File: config.mk
export PLATFORM = sky130hd
export DESIGN_NAME = mrc_host
export DESIGN_NICKNAME = d
export VERILOG_FILES = /design/src/logic/mrc_clkdiv.v /design/src/logic/mrc_host.v
export VERILOG_INCLUDE_DIRS = /design/src /design/src/logic
export SDC_FILE = /design/constraint.sdc
export NUM_CORES = 1
export LEC_CHECK = 0
export BUFFER_PORTS_ARGS = -buffer_cell sky130_fd_sc_hd__buf_2
export CAP_MARGIN = 15
export CORE_UTILIZATION = 50
export DETAILED_ROUTE_END_ITERATION = 8
export PLACE_DENSITY = 0.76
export RECOVER_POWER = 25
export SYNTH_ARGS = -nofsm -noshare
export SYNTH_HDL_FRONTEND = slang
export SYNTH_SLANG_ARGS = --single-unit
File: constraint.sdc
create_clock -name i_clk -period 2.6 [get_ports i_clk]
set_clock_uncertainty 0.2 [all_clocks]
set_input_delay 0.52 -clock i_clk [delete_from_list [all_inputs] [get_ports i_clk]]
set_output_delay 0.52 -clock i_clk [all_outputs]
set_load 0.03 [all_outputs]
File: src/logic/mrc_defs.vh
/*
 constants for the mode-set host: register offsets, field positions,
 reset values and timing counts.
 assumes a 10 MHz system clock and a memory clock made by dividing it.
*/
`ifndef MRC_DEFS_VH
`define MRC_DEFS_VH

// ------------------------------------------------------------
// register offsets
// ------------------------------------------------------------
`define MRC_OFF_CTRL 5'h00
`define MRC_OFF_FIRST 5'h04
`define MRC_OFF_SECOND 5'h08
`define MRC_OFF_THIRD 5'h0c
`define MRC_OFF_STATUS 5'h10
`define MRC_OFF_LAT 5'h14

// ------------------------------------------------------------
// control register bits
// ------------------------------------------------------------
`define MRC_CTL_GO_FIRST 0
`define MRC_CTL_GO_SECOND 1
`define MRC_CTL_LOCK_RESET 2
`define MRC_CTL_GO_THIRD 3
`define MRC_CTL_ODT_REQ 8
`define MRC_CTL_RTT_WRITES 9

// ------------------------------------------------------------
// configuration field positions
// ------------------------------------------------------------
`define MRC_F1_BL 0
`define MRC_F1_BT 2
`define MRC_F1_CL 3
`define MRC_F1_WR 7
`define MRC_F1_PD 10
`define MRC_F2_DLLOFF 0
`define MRC_F2_DRV 1
`define MRC_F2_RTT 3
`define MRC_F2_AL 6
`define MRC_F2_WLVL 8
`define MRC_F2_TERMINATION_STROBE 9
`define MRC_F2_QOFF 10
`define MRC_F3_PASR 0
`define MRC_F3_CWL 3
`define MRC_F3_ASR 6
`define MRC_F3_SRT 7
`define MRC_F3_RTTWR 8

// ------------------------------------------------------------
// reset values
// ------------------------------------------------------------
`define MRC_CFG_RST 11'h000
`define MRC_CTL_RST 2'h0

// ------------------------------------------------------------
// timing
// ------------------------------------------------------------
`define MRC_SYS_PERIOD_NS 100
`define MRC_CLK_DIV 4
`define MRC_T_WR_NS 15
`define MRC_MRD_NCK 10'h004
`define MRC_LOCK_NCK 10'h200

`endif

File: src/logic/mrc_clkdiv.v
/*
 memory clock divider: square clock out and a one-cycle tick that
 lands on the cycle before the falling edge of that clock.
 assumes a divide ratio of four on the single system clock.
*/
`include "mrc_defs.vh"

module mrc_clkdiv (
    input wire i_clk,
    input wire i_rst_n,
    output reg o_mem_clk,
    output reg o_tick
);

    reg [1:0] cnt_r;
    wire [1:0] cnt_nxt;

    assign cnt_nxt = cnt_r + 2'h1;

    // ------------------------------------------------------------
    // divider
    // ------------------------------------------------------------
    // clock is high in counts 2 and 3; tick sits in count 3 so pins
    // move with the falling edge, half a period before the device samples
    always @(posedge i_clk or negedge i_rst_n)
    begin
        if (!i_rst_n)
        begin
            cnt_r <= 2'h0;
            o_mem_clk <= 1'b0;
            o_tick <= 1'b0;
        end
        else
        begin
            cnt_r <= cnt_nxt;
            o_mem_clk <= cnt_nxt[1];
            o_tick <= (cnt_nxt == 2'h3);
        end
    end

endmodule

File: src/logic/mrc_host.v
/*
 mode-set host: takes orders over a small register port and writes the
 first, second and third mode registers of a synchronous dram.
 assumes the device samples pins on the rising edge of o_mem_clk and
 that software waits for the busy flag before changing configuration.
*/
`include "mrc_defs.vh"

module mrc_host (
    input wire i_clk,
    input wire i_rst_n,
    input wire [4:0] i_addr,
    input wire [31:0] i_wdata,
    input wire i_wr,
    input wire i_rd,
    output reg [31:0] o_rdata,
    output wire o_mem_clk,
    output reg o_cke,
    output reg o_cs_n,
    output reg o_ras_n,
    output reg o_cas_n,
    output reg o_we_n,
    output reg [2:0] o_ba,
    output reg [14:0] o_maddr,
    output reg o_odt,
    output reg o_read_ok
);

    // ------------------------------------------------------------
    // constants
    // ------------------------------------------------------------
    localparam ST_IDLE = 2'h0;
    localparam ST_CMD = 2'h1;
    localparam ST_GAP = 2'h2;
    localparam ST_LOCK = 2'h3;
    localparam integer TCK_NS = `MRC_SYS_PERIOD_NS * `MRC_CLK_DIV;
    localparam integer WR_MIN = (`MRC_T_WR_NS + TCK_NS - 1) / TCK_NS;
    localparam [9:0] MRD_CNT = `MRC_MRD_NCK - 10'h001;
    localparam [9:0] LOCK_CNT = `MRC_LOCK_NCK - 10'h001;

    // ------------------------------------------------------------
    // state
    // ------------------------------------------------------------
    reg [1:0] state_r;
    reg [9:0] wait_r;
    reg [3:0] pend_r;
    reg [1:0] ctl_r;
    reg [10:0] cfg1_r;
    reg [10:0] cfg2_r;
    reg [10:0] cfg3_r;
    reg dll_off_r;
    reg [1:0] err_r;
    wire tick;
    wire wr_hit_ctrl;
    wire wr_hit_status;
    wire [3:0] go_set;
    wire busy;
    wire [4:0] cl_cyc;
    wire [4:0] cwl_cyc;
    reg [5:0] al_cyc;
    wire [5:0] rl_cyc;
    wire [5:0] wl_cyc;
    wire first_ok;
    wire second_ok;
    wire new_off;

    // ------------------------------------------------------------
    // functions
    // ------------------------------------------------------------
    function [4:0] wr_cycles;
        input [2:0] code;
        begin
            case (code)
                3'h1: wr_cycles = 5'h05;
                3'h2: wr_cycles = 5'h06;
                3'h3: wr_cycles = 5'h07;
                3'h4: wr_cycles = 5'h08;
                3'h5: wr_cycles = 5'h0a;
                3'h6: wr_cycles = 5'h0c;
                3'h7: wr_cycles = 5'h0e;
                default: wr_cycles = 5'h10;
            endcase
        end
    endfunction

    // only disabled, RZQ/4, RZQ/2 and RZQ/6 codes have a clear top bit
    function rtt_safe;
        input [2:0] code;
        begin
            rtt_safe = ~code[2];
        end
    endfunction

    function [14:0] first_addr;
        input [10:0] c;
        input lock_rst;
        begin
            first_addr = 15'h0000;
            first_addr[1:0] = c[`MRC_F1_BL +: 2];
            first_addr[3] = c[`MRC_F1_BT];
            first_addr[2] = c[`MRC_F1_CL];
            first_addr[6:4] = c[`MRC_F1_CL + 1 +: 3];
            first_addr[7] = 1'b0;
            first_addr[8] = lock_rst;
            first_addr[11:9] = c[`MRC_F1_WR +: 3];
            first_addr[12] = c[`MRC_F1_PD];
        end
    endfunction

    function [14:0] second_addr;
        input [10:0] c;
        reg [2:0] rtt;
        begin
            second_addr = 15'h0000;
            rtt = c[`MRC_F2_DLLOFF] ? 3'h0 : c[`MRC_F2_RTT +: 3];
            second_addr[0] = c[`MRC_F2_DLLOFF];
            second_addr[1] = c[`MRC_F2_DRV];
            second_addr[5] = c[`MRC_F2_DRV + 1];
            second_addr[2] = rtt[0];
            second_addr[6] = rtt[1];
            second_addr[9] = rtt[2];
            second_addr[4:3] = c[`MRC_F2_AL +: 2];
            second_addr[7] = c[`MRC_F2_WLVL];
            second_addr[11] = c[`MRC_F2_TERMINATION_STROBE];
            second_addr[12] = c[`MRC_F2_QOFF];
        end
    endfunction

    function [14:0] third_addr;
        input [10:0] c;
        input off;
        begin
            third_addr = 15'h0000;
            third_addr[2:0] = c[`MRC_F3_PASR +: 3];
            third_addr[5:3] = c[`MRC_F3_CWL +: 3];
            third_addr[6] = c[`MRC_F3_ASR];
            third_addr[7] = c[`MRC_F3_SRT];
            // write termination stays on with nominal off, unless lock loop is off
            third_addr[10:9] = off ? 2'h0 : c[`MRC_F3_RTTWR +: 2];
        end
    endfunction

    // ------------------------------------------------------------
    // clock divider
    // ------------------------------------------------------------
    mrc_clkdiv u_div (
        .i_clk(i_clk),
        .i_rst_n(i_rst_n),
        .o_mem_clk(o_mem_clk),
        .o_tick(tick)
    );

    // ------------------------------------------------------------
    // checks and latencies
    // ------------------------------------------------------------
    assign wr_hit_ctrl = i_wr && (i_addr == `MRC_OFF_CTRL);
    assign wr_hit_status = i_wr && (i_addr == `MRC_OFF_STATUS);
    assign go_set = wr_hit_ctrl ? {i_wdata[`MRC_CTL_LOCK_RESET], i_wdata[`MRC_CTL_GO_THIRD],
        i_wdata[`MRC_CTL_GO_SECOND], i_wdata[`MRC_CTL_GO_FIRST]} : 4'h0;
    assign busy = (state_r != ST_IDLE) || (pend_r != 4'h0);
    assign new_off = cfg2_r[`MRC_F2_DLLOFF];

    assign first_ok = (wr_cycles(cfg1_r[`MRC_F1_WR +: 3]) >= WR_MIN);
    assign second_ok = (cfg2_r[`MRC_F2_AL +: 2] != 2'h3)
        && (new_off || rtt_safe(cfg2_r[`MRC_F2_RTT +: 3])
        || !((cfg2_r[`MRC_F2_WLVL] && !cfg2_r[`MRC_F2_QOFF]) || ctl_r[1]));

    assign cl_cyc = cfg1_r[`MRC_F1_CL] ? {2'h0, cfg1_r[`MRC_F1_CL + 1 +: 3]} + 5'h0c
        : {2'h0, cfg1_r[`MRC_F1_CL + 1 +: 3]} + 5'h04;
    assign cwl_cyc = {2'h0, cfg3_r[`MRC_F3_CWL +: 3]} + 5'h05;

    always @*
    begin
        case (cfg2_r[`MRC_F2_AL +: 2])
            2'h1: al_cyc = {1'b0, cl_cyc - 5'h01};
            2'h2: al_cyc = {1'b0, cl_cyc - 5'h02};
            default: al_cyc = 6'h00;
        endcase
    end

    assign rl_cyc = al_cyc + {1'b0, cl_cyc};
    assign wl_cyc = al_cyc + {1'b0, cwl_cyc};

    // ------------------------------------------------------------
    // register port
    // ------------------------------------------------------------
    always @(posedge i_clk or negedge i_rst_n)
    begin
        if (!i_rst_n)
        begin
            ctl_r <= `MRC_CTL_RST;
            cfg1_r <= `MRC_CFG_RST;
            cfg2_r <= `MRC_CFG_RST;
            cfg3_r <= `MRC_CFG_RST;
            o_rdata <= 32'h00000000;
        end
        else
        begin
            if (wr_hit_ctrl)
            begin
                ctl_r <= {i_wdata[`MRC_CTL_RTT_WRITES], i_wdata[`MRC_CTL_ODT_REQ]};
            end
            if (i_wr && (i_addr == `MRC_OFF_FIRST))
            begin
                cfg1_r <= i_wdata[10:0];
            end
            if (i_wr && (i_addr == `MRC_OFF_SECOND))
            begin
                cfg2_r <= i_wdata[10:0];
            end
            if (i_wr && (i_addr == `MRC_OFF_THIRD))
            begin
                cfg3_r <= i_wdata[10:0];
            end
            if (i_rd)
            begin
                case (i_addr)
                    `MRC_OFF_CTRL: o_rdata <= {22'h0, ctl_r, 8'h00};
                    `MRC_OFF_FIRST: o_rdata <= {21'h0, cfg1_r};
                    `MRC_OFF_SECOND: o_rdata <= {21'h0, cfg2_r};
                    `MRC_OFF_THIRD: o_rdata <= {21'h0, cfg3_r};
                    `MRC_OFF_STATUS: o_rdata <= {26'h0, err_r, 1'b0, dll_off_r, (state_r == ST_LOCK), busy};
                    `MRC_OFF_LAT: o_rdata <= {18'h0, wl_cyc, 2'h0, rl_cyc};
                    default: o_rdata <= 32'h00000000;
                endcase
            end
            else
            begin
                o_rdata <= 32'h00000000;
            end
        end
    end

    // ------------------------------------------------------------
    // command sequencer
    // ------------------------------------------------------------
    // pend bits: 0 first, 1 second, 2 third, 3 first with lock reset.
    // a refused write drops its pending bit and raises a sticky error;
    // a new order in the cycle a bit is consumed is kept (set wins).
    always @(posedge i_clk or negedge i_rst_n)
    begin
        if (!i_rst_n)
        begin
            state_r <= ST_IDLE;
            wait_r <= 10'h000;
            pend_r <= 4'h0;
            dll_off_r <= 1'b0;
            err_r <= 2'h0;
            o_cke <= 1'b0;
            o_cs_n <= 1'b1;
            o_ras_n <= 1'b1;
            o_cas_n <= 1'b1;
            o_we_n <= 1'b1;
            o_ba <= 3'h0;
            o_maddr <= 15'h0000;
            o_odt <= 1'b0;
            o_read_ok <= 1'b0;
        end
        else
        begin
            pend_r <= pend_r | go_set;
            if (wr_hit_status)
            begin
                err_r <= err_r & ~i_wdata[5:4];
            end
            o_cke <= 1'b1;
            o_read_ok <= (state_r != ST_LOCK) && !busy;
            o_odt <= ctl_r[0] && !dll_off_r && !busy;
            if (tick)
            begin
                case (state_r)
                    ST_IDLE:
                    begin
                        if (pend_r[1])
                        begin
                            pend_r <= (pend_r & 4'hd) | go_set
                                | {!new_off && dll_off_r, new_off && !dll_off_r, 2'h0};
                            if (second_ok)
                            begin
                                {o_cs_n, o_ras_n, o_cas_n, o_we_n} <= 4'h0;
                                o_ba <= 3'h1;
                                o_maddr <= second_addr(cfg2_r);
                                dll_off_r <= new_off;
                                state_r <= ST_CMD;
                            end
                            else
                            begin
                                pend_r <= (pend_r & 4'hd) | go_set;
                                err_r[1] <= 1'b1;
                            end
                        end
                        else if (pend_r[2])
                        begin
                            pend_r <= (pend_r & 4'hb) | go_set;
                            {o_cs_n, o_ras_n, o_cas_n, o_we_n} <= 4'h0;
                            o_ba <= 3'h2;
                            o_maddr <= third_addr(cfg3_r, dll_off_r);
                            state_r <= ST_CMD;
                        end
                        else if (pend_r[3] || pend_r[0])
                        begin
                            pend_r <= (pend_r[3] ? (pend_r & 4'h7) : (pend_r & 4'he)) | go_set;
                            if (first_ok)
                            begin
                                {o_cs_n, o_ras_n, o_cas_n, o_we_n} <= 4'h0;
                                o_ba <= 3'h0;
                                o_maddr <= first_addr(cfg1_r, pend_r[3]);
                                state_r <= ST_CMD;
                                wait_r <= pend_r[3] ? LOCK_CNT : MRD_CNT;
                            end
                            else
                            begin
                                err_r[0] <= 1'b1;
                            end
                        end
                        if (!pend_r[3] || pend_r[1] || pend_r[2])
                        begin
                            wait_r <= MRD_CNT;
                        end
                    end
                    ST_CMD:
                    begin
                        // one memory clock of command, then deselect
                        o_cs_n <= 1'b1;
                        o_ras_n <= 1'b1;
                        o_cas_n <= 1'b1;
                        o_we_n <= 1'b1;
                        o_maddr <= 15'h0000;
                        o_ba <= 3'h0;
                        state_r <= (wait_r == LOCK_CNT) ? ST_LOCK : ST_GAP;
                    end
                    ST_GAP:
                    begin
                        if (wait_r == 10'h000)
                        begin
                            state_r <= ST_IDLE;
                        end
                        else
                        begin
                            wait_r <= wait_r - 10'h001;
                        end
                    end
                    ST_LOCK:
                    begin
                        // no command at all until the lock loop settles
                        if (wait_r == 10'h000)
                        begin
                            state_r <= ST_IDLE;
                        end
                        else
                        begin
                            wait_r <= wait_r - 10'h001;
                        end
                    end
                    default:
                    begin
                        state_r <= ST_IDLE;
                    end
                endcase
            end
        end
    end

endmodule

## Word level (Yosys, flattened, before mapping)

Index checks and enable logic that the tools add are counted.

- Bits in registers: 112
- Input bits: 41

- Reductions and logical operators: 37
- Magnitude comparators: 1
- Equality and inequality tests: 30
- Add/subtract/negate cells: 9
- Mux-type cells: 58
- Bitwise operators: 8

Operators with widths:

| cell | number |
|---|---|
| one-hot mux 14 bit (6 select lines) | 1 |
| 2-to-1 mux 15 bit | 5 |
| 2-to-1 mux 10 bit | 6 |
| one-hot mux 5 bit (7 select lines) | 1 |
| 2-to-1 mux 32 bit | 1 |
| one-hot mux 15 bit (2 select lines) | 1 |
| 2-to-1 mux 4 bit | 7 |
| 2-to-1 mux 2 bit | 10 |
| one-hot mux 10 bit (2 select lines) | 1 |
| 2-to-1 mux 3 bit | 6 |
| bitwise OR 4 bit | 4 |
| inequality test 3 bit, second input constant | 5 |
| 2-to-1 mux 1 bit | 13 |
| equality test 3 bit, second input constant | 4 |
| logical AND 1 bit | 12 |
| equality test 10 x 9 -> 1 bit, second input constant | 1 |
| equality test 5 x 4 -> 1 bit, second input constant | 2 |
| equality test 5 bit, second input constant | 2 |
| logical NOT 10 bit | 1 |
| one-hot mux 5 bit (2 select lines) | 1 |
| AND reduction 5 bit | 2 |
| subtractor 10 x 1 -> 10 bit, second input constant | 1 |
| 2-to-1 mux 9 bit | 1 |
| adder 3 x 3 -> 4 bit, second input constant | 2 |
| 32 further kinds | 53 |

## Depth between registers and ports, before layout

- Depth after elaboration: 10
- Gate-level depth with buffers: 13
- Gate-level depth less buffers: 13

## By module

From an unflattened synthesis, not the netlist that was laid out.

- Cell total of the unflattened synthesis: 486
- Area total of the unflattened synthesis: 5,053.6 um^2

Modules (own cells, without submodules):

| module | instances | area each (um^2) | cells each |
|---|---|---|---|
| mrc_host | 1 | 4,958.5 | 480 |
| mrc_clkdiv | 1 | 95.1 | 6 |

## Worst setup path after synthesis

Ideal clock, no wire load.

- Kind: reg2reg
- From: reg cfg1_r[6]
- To: reg o_rdata[12]
- Buffers on the path: 0
- Required time: 2.268 ns
- Data arrival time: 2.433 ns
- Library setup time: 0.132 ns
- Slack: -0.164 ns
- Cell stages (with the launch flop): 14
- Path through: dfrtp_1 inv_1 ha_1 or2_2 nand2_1 nand3_1 a21o_1 ha_1 inv_1 ha_1 a21o_1 a21oi_1 xor2_1 nor3_1

- Cells in the longest elaborated chain, start to end: 7
- Elaborated cells on any way between the ends: 9
- Those cells by class: add/sub: 5; mux: 4

RTL lines:

| element | line | text |
|---|---|---|
| start, declared | mrc_host.v:48 | `reg [10:0] cfg1_r;` |
| start signal, assigned | mrc_host.v:192 | `` cfg1_r <= `MRC_CFG_RST; `` |
| start signal, assigned | mrc_host.v:205 | `cfg1_r <= i_wdata[10:0];` |
| adder 3 x 4 -> 5 bit / adder 3 x 3 -> 4 bit (equally long branches) | mrc_host.v:168, mrc_host.v:169 |  |
| 2-to-1 mux 5 bit * | mrc_host.v:168 | `` assign cl_cyc = cfg1_r[`MRC_F1_CL] ? {2'h0, cfg1_r[`MRC_F1_CL + 1 +: 3]} + 5'h0c `` |
| subtractor 5 x 2 -> 5 bit / subtractor 5 x 1 -> 5 bit (equally long branches) | mrc_host.v:176, mrc_host.v:175 |  |
| one-hot mux 5 bit (2 select lines) * | mrc_host.v:174 | `` case (cfg2_r[`MRC_F2_AL +: 2]) `` |
| adder 6 x 4 -> 6 bit * | mrc_host.v:182 | `assign wl_cyc = al_cyc + {1'b0, cwl_cyc};` |
| one-hot mux 14 bit (6 select lines) * | mrc_host.v:217 | `case (i_addr)` |
| 2-to-1 mux 32 bit * | mrc_host.v:215 | `if (i_rd)` |
| end signal, assigned | mrc_host.v:218 | `` `MRC_OFF_CTRL: o_rdata <= {22'h0, ctl_r, 8'h00}; `` |
| end signal, assigned | mrc_host.v:219 | `` `MRC_OFF_FIRST: o_rdata <= {21'h0, cfg1_r}; `` |
| end signal, assigned | mrc_host.v:220 | `` `MRC_OFF_SECOND: o_rdata <= {21'h0, cfg2_r}; `` |
| end, declared | mrc_host.v:16 | `output reg [31:0] o_rdata,` |

Every way passes the cells marked *; elsewhere a longest branch is shown, timed or not.
A chain may end at the register's enable or synchronous reset.

## Worst setup path in the final report

- From: reg cfg2_r[6]
- To: reg o_rdata[10]

- Cells in the longest elaborated chain, start to end: 5
- Elaborated cells on any way between the ends: 6
- Those cells by class: add/sub: 1; eq/ne: 2; mux: 3

RTL lines:

| element | line | text |
|---|---|---|
| start, declared | mrc_host.v:49 | `reg [10:0] cfg2_r;` |
| start signal, assigned | mrc_host.v:193 | `` cfg2_r <= `MRC_CFG_RST; `` |
| start signal, assigned | mrc_host.v:209 | `cfg2_r <= i_wdata[10:0];` |
| equality test 2 bit / equality test 2 x 1 -> 1 bit (equally long branches) | mrc_host.v:174 |  |
| one-hot mux 5 bit (2 select lines) * | mrc_host.v:174 |  |
| adder 6 x 4 -> 6 bit * | mrc_host.v:182 |  |
| one-hot mux 14 bit (6 select lines) * | mrc_host.v:217 |  |
| 2-to-1 mux 32 bit * | mrc_host.v:215 |  |

Marked as above.

==> impl_results.md <==
* Largest net degree at the start of global routing at 57
* Row count at 36
* GP Congestion at 0.903
* Worst vdd ir at 0.345 mV
* Critical path class: flop to flop
* First-iteration detailed-routing DRC count at 285
* Final WL at 12300 microns
* Clock Tree Buf Depth at 2
* Avg Cell Area, Syn at 10.3 sq um
* Ant. Diodes at 0
* Layout cell share with drive strength beyond 1 at 36.0%
* Fin cells at 710
* Compound-cell area share of the yosys netlist at 13.5%
* Period utilization at 101%
* Worst-Skew Late Latency at 0.37 ns
* Failing checks: setup timing
* WP data required at 2.64 ns
* Synth Area in Simple Gates at 13.5%
* Nets at 638
* Largest family of logic cells by synthesized area: compound AO/OA/AOI/OAI gates
* Static leakage at 2.86 nW
* Clock-pin slew on the worst setup and hold paths at 0.09 ns
* Total track usage at 24.9%
* Setup WS post-layout at -0.0298 ns
* H-tree Lvls at 3
* Seq/Total Area, Yosys at 45.1%
* Worst Path Max Fanout at 5
* Yosys warns at 0
* Total number of vias at 4027
* Worst Setup SP: cfg2_r[6]$_DFFE_PN0P_
* Adder-cell share of the synthesized area at 6.56%
* Crit path DAT at 2.67 ns
* Final hold viol count at 0
* Async set or reset register ratio after synthesis at 100%
* Final HPWL DP at 8880 microns
* Worst hold path type: input port to flop
* F_max at 380 MHz
* Power per cell area at 797 nW/um^2
* Max-cap viol count at 0
* Post-route cell area at 5970 sq um
* Residual DRC count at 0
* Worst r2r src: cfg2_r[6]$_DFFE_PN0P_
* CTS tree: built
* Fin Setup TNS at -0.0369 ns
* Hold wc startpoint: i_wdata[4]
* DIE AREA at 10400 sq um
* Slew HR at 49.3%
* Ys flop type: dfrtp_1
* Mapped Area at 5000 sq um
* Placed Area at 5600 sq um
* Layout Utilization at 61.4%
* Placeable Area at 9730 sq um
* Status: finished with violations
* Slew @ Worst Pin at 0.760 ns
* Area delta synth->final at 19.5%
* Slew Limit Fails at 0
* Starting Density at 51.4%
* Overflow after GRT at 0
* Crit end category: flop
* Clk root buf: clkbuf_8
* Vias in the first global route at 3812
* ANT nets after route at 0
* Startpoint types: flop
* Post-Syn Instances at 483
* Initial DRT Pass Iterations at 5
* Placed cells at 690
* Final worst path period need at 2.63 ns
* Netlist cell types at 58
* Post-Synth XOR/XNOR Area at 0.526%
* Final Setup Violations at 2
* Die Span X at 102 microns
* Vias/cell at 5.67
* Hold WS at 0.183 ns
* I/O pin count at 99
* Wire per inst at 17.4 microns
* Num CTS Buffers at 9
* EDFF count, synth at 0
* Global-route wire length before repair at 19500 microns
* Register bit total from synthesis at 90
* Initial antenna violation count at 0
* RSZ-0062 raised after global routing: yes
* Multiplexer share of the synthesized area at 12.9%
* Input/output buffers at 56
* Die Y at 102 microns
* Clk sinks at 90
cell usage after synthesis (3+ instances only):
cell	number	area share, %
a21o_1	3	0.45
nand3_1	10	1.0
a222oi_1	4	0.80
dfrtp_1	89	45
a31oi_1	3	0.38
a211oi_1	7	1.1
nor2b_1	9	1.1
nand4_1	3	0.38
inv_1	30	2.3
a22o_1	3	0.53
nand2b_1	6	0.75
clkbuf_1	13	0.98
or3_1	3	0.38
buf_2	5	0.50
a21oi_1	33	3.3
nor3_1	9	0.90
nand2_1	29	2.2
mux2i_1	6	1.2
o21ai_0	12	1.2
mux2_2	52	12
ha_1	23	5.8
a21boi_0	4	0.60
o21ai_1	4	0.40
nor2_1	35	2.6
buf_4	25	3.8
or2_2	3	0.38
a22oi_1	17	2.6
worst paths after layout:
kind | end | slack, ns | cells after the start
hold / removal | err_r[0]$_DFF_PN0_ | 0.18 | 2
min in group asynchronous | wait_r[6]$_DFFE_PN0P_ | 0.45 | 2
setup reg to reg | o_rdata[10]$_DFF_PN0_ | -0.03 | 11
hold reg to reg | u_div.cnt_r[0]$_DFF_PN0_ | 0.22 | 1
setup / recovery | o_rdata[10]$_DFF_PN0_ | -0.03 | 11
max in group asynchronous | cfg2_r[7]$_DFFE_PN0P_ | 0.47 | 3
metal layers:
metal / share of wire, % / vias up / global-route usage [%] / wire, microns
met5: 0 / - / 0 / 0
met4: 2.0 / 0 / 8.46 / 242
met3: 5.6 / 26 / 4.86 / 687
met2: 50 / 167 / 40.0 / 6120
met1: 43 / 1990 / 33.7 / 5300
li1: - / 1844 / - / -
metrics by stage:
| step | setup slack (ns) | power, mW |
|---|---|---|
| floorplan | 0.000797 | 2.97 |
| CTS | -0.00284 | 4.71 |
| global route | -0.0801 | 5.02 |
| detailed placement | -0.0698 | 3.47 |
| finish | -0.0298 | 4.76 |
| global placement | -0.0314 | 3.41 |
cell families after synthesis:
logic type / after synthesis
xor gates and xnor gates: 3
and+or+nand+nor: 128
DFF: 90
adders and majority gates: 25
AOI/OAI and AO/OA: 103
buffers and inverters: 74
muxes: 58
other: 2
worst max-delay path, cell delays in order (launching register included):
cell and delay [ns]:
dfrtp_1 0.42, buf_6 0.14, ha_4 0.17, a22oi_2 0.16, nor2_2 0.06, ha_1 0.29
ha_2 0.19, inv_2 0.04, fa_2 0.54, nor2_1 0.05, a21oi_1 0.15, a21oi_1 0.08
where the power goes:
group          switching (mW)  total, mW  internal (mW)  leakage (nW)
combinational           0.924       1.63          0.705          1.58
clock                   0.527       1.17          0.646         0.124
sequential              0.279       1.96           1.68          1.15
flip-flops by register name, summed over array words and instances, names as in the netlist, 2 cells and up:
register     count
cfg1_r          11
cfg2_r          11
cfg3_r          11
ctl_r            2
err_r            2
o_ba             2
o_maddr         13
o_rdata         14
pend_r           4
state_r          2
u_div.cnt_r      2
wait_r          10
cell usage in the layout, fill, tap and decap left out, types with 4 or more instances in the layout:
cell type  netlist  final
inv_2            0      5
mux2i_1          6      6
buf_2            5     55
o21ai_1          4      6
nor2b_1          9      8
a22oi_1         17     16
inv_1           30     23
dfrtp_1         89     87
nor2_1          35     34
nor3_1           9      9
buf_4           25     43
a21oi_1         33     30
conb_1           2     22
nand2_1         29     29
o21ai_0         12     10
mux2_2          52     52
a21boi_1         1      4
nand2b_1         6      6
a222oi_1         4      4
ha_4             0      6
ha_1            23     14
nand3_1         10     10
clkbuf_8         0      9
a211oi_1         7      7
repair_timing:
item,in CTS,in global routing
hold buffers,1,0
hold endpoints to repair,8,0
setup buffers,4,0
resized for setup,16,16
pin swaps,17,20
cloned,0,0
endpoints found under the setup margin,5,8
final cells by class:
cell class                      instances  area (sq um)
Inverter                               30           118
Timing Repair Buffer                  102           631
Clock buffer                            9           124
Clock inverter                          7           125
Tap cell                              133           166
Multi-Input combinational cell        339          2550
Fill cell                             801          3760
Sequential cell                        90          2260
Power figures use the tool's default switching activity.
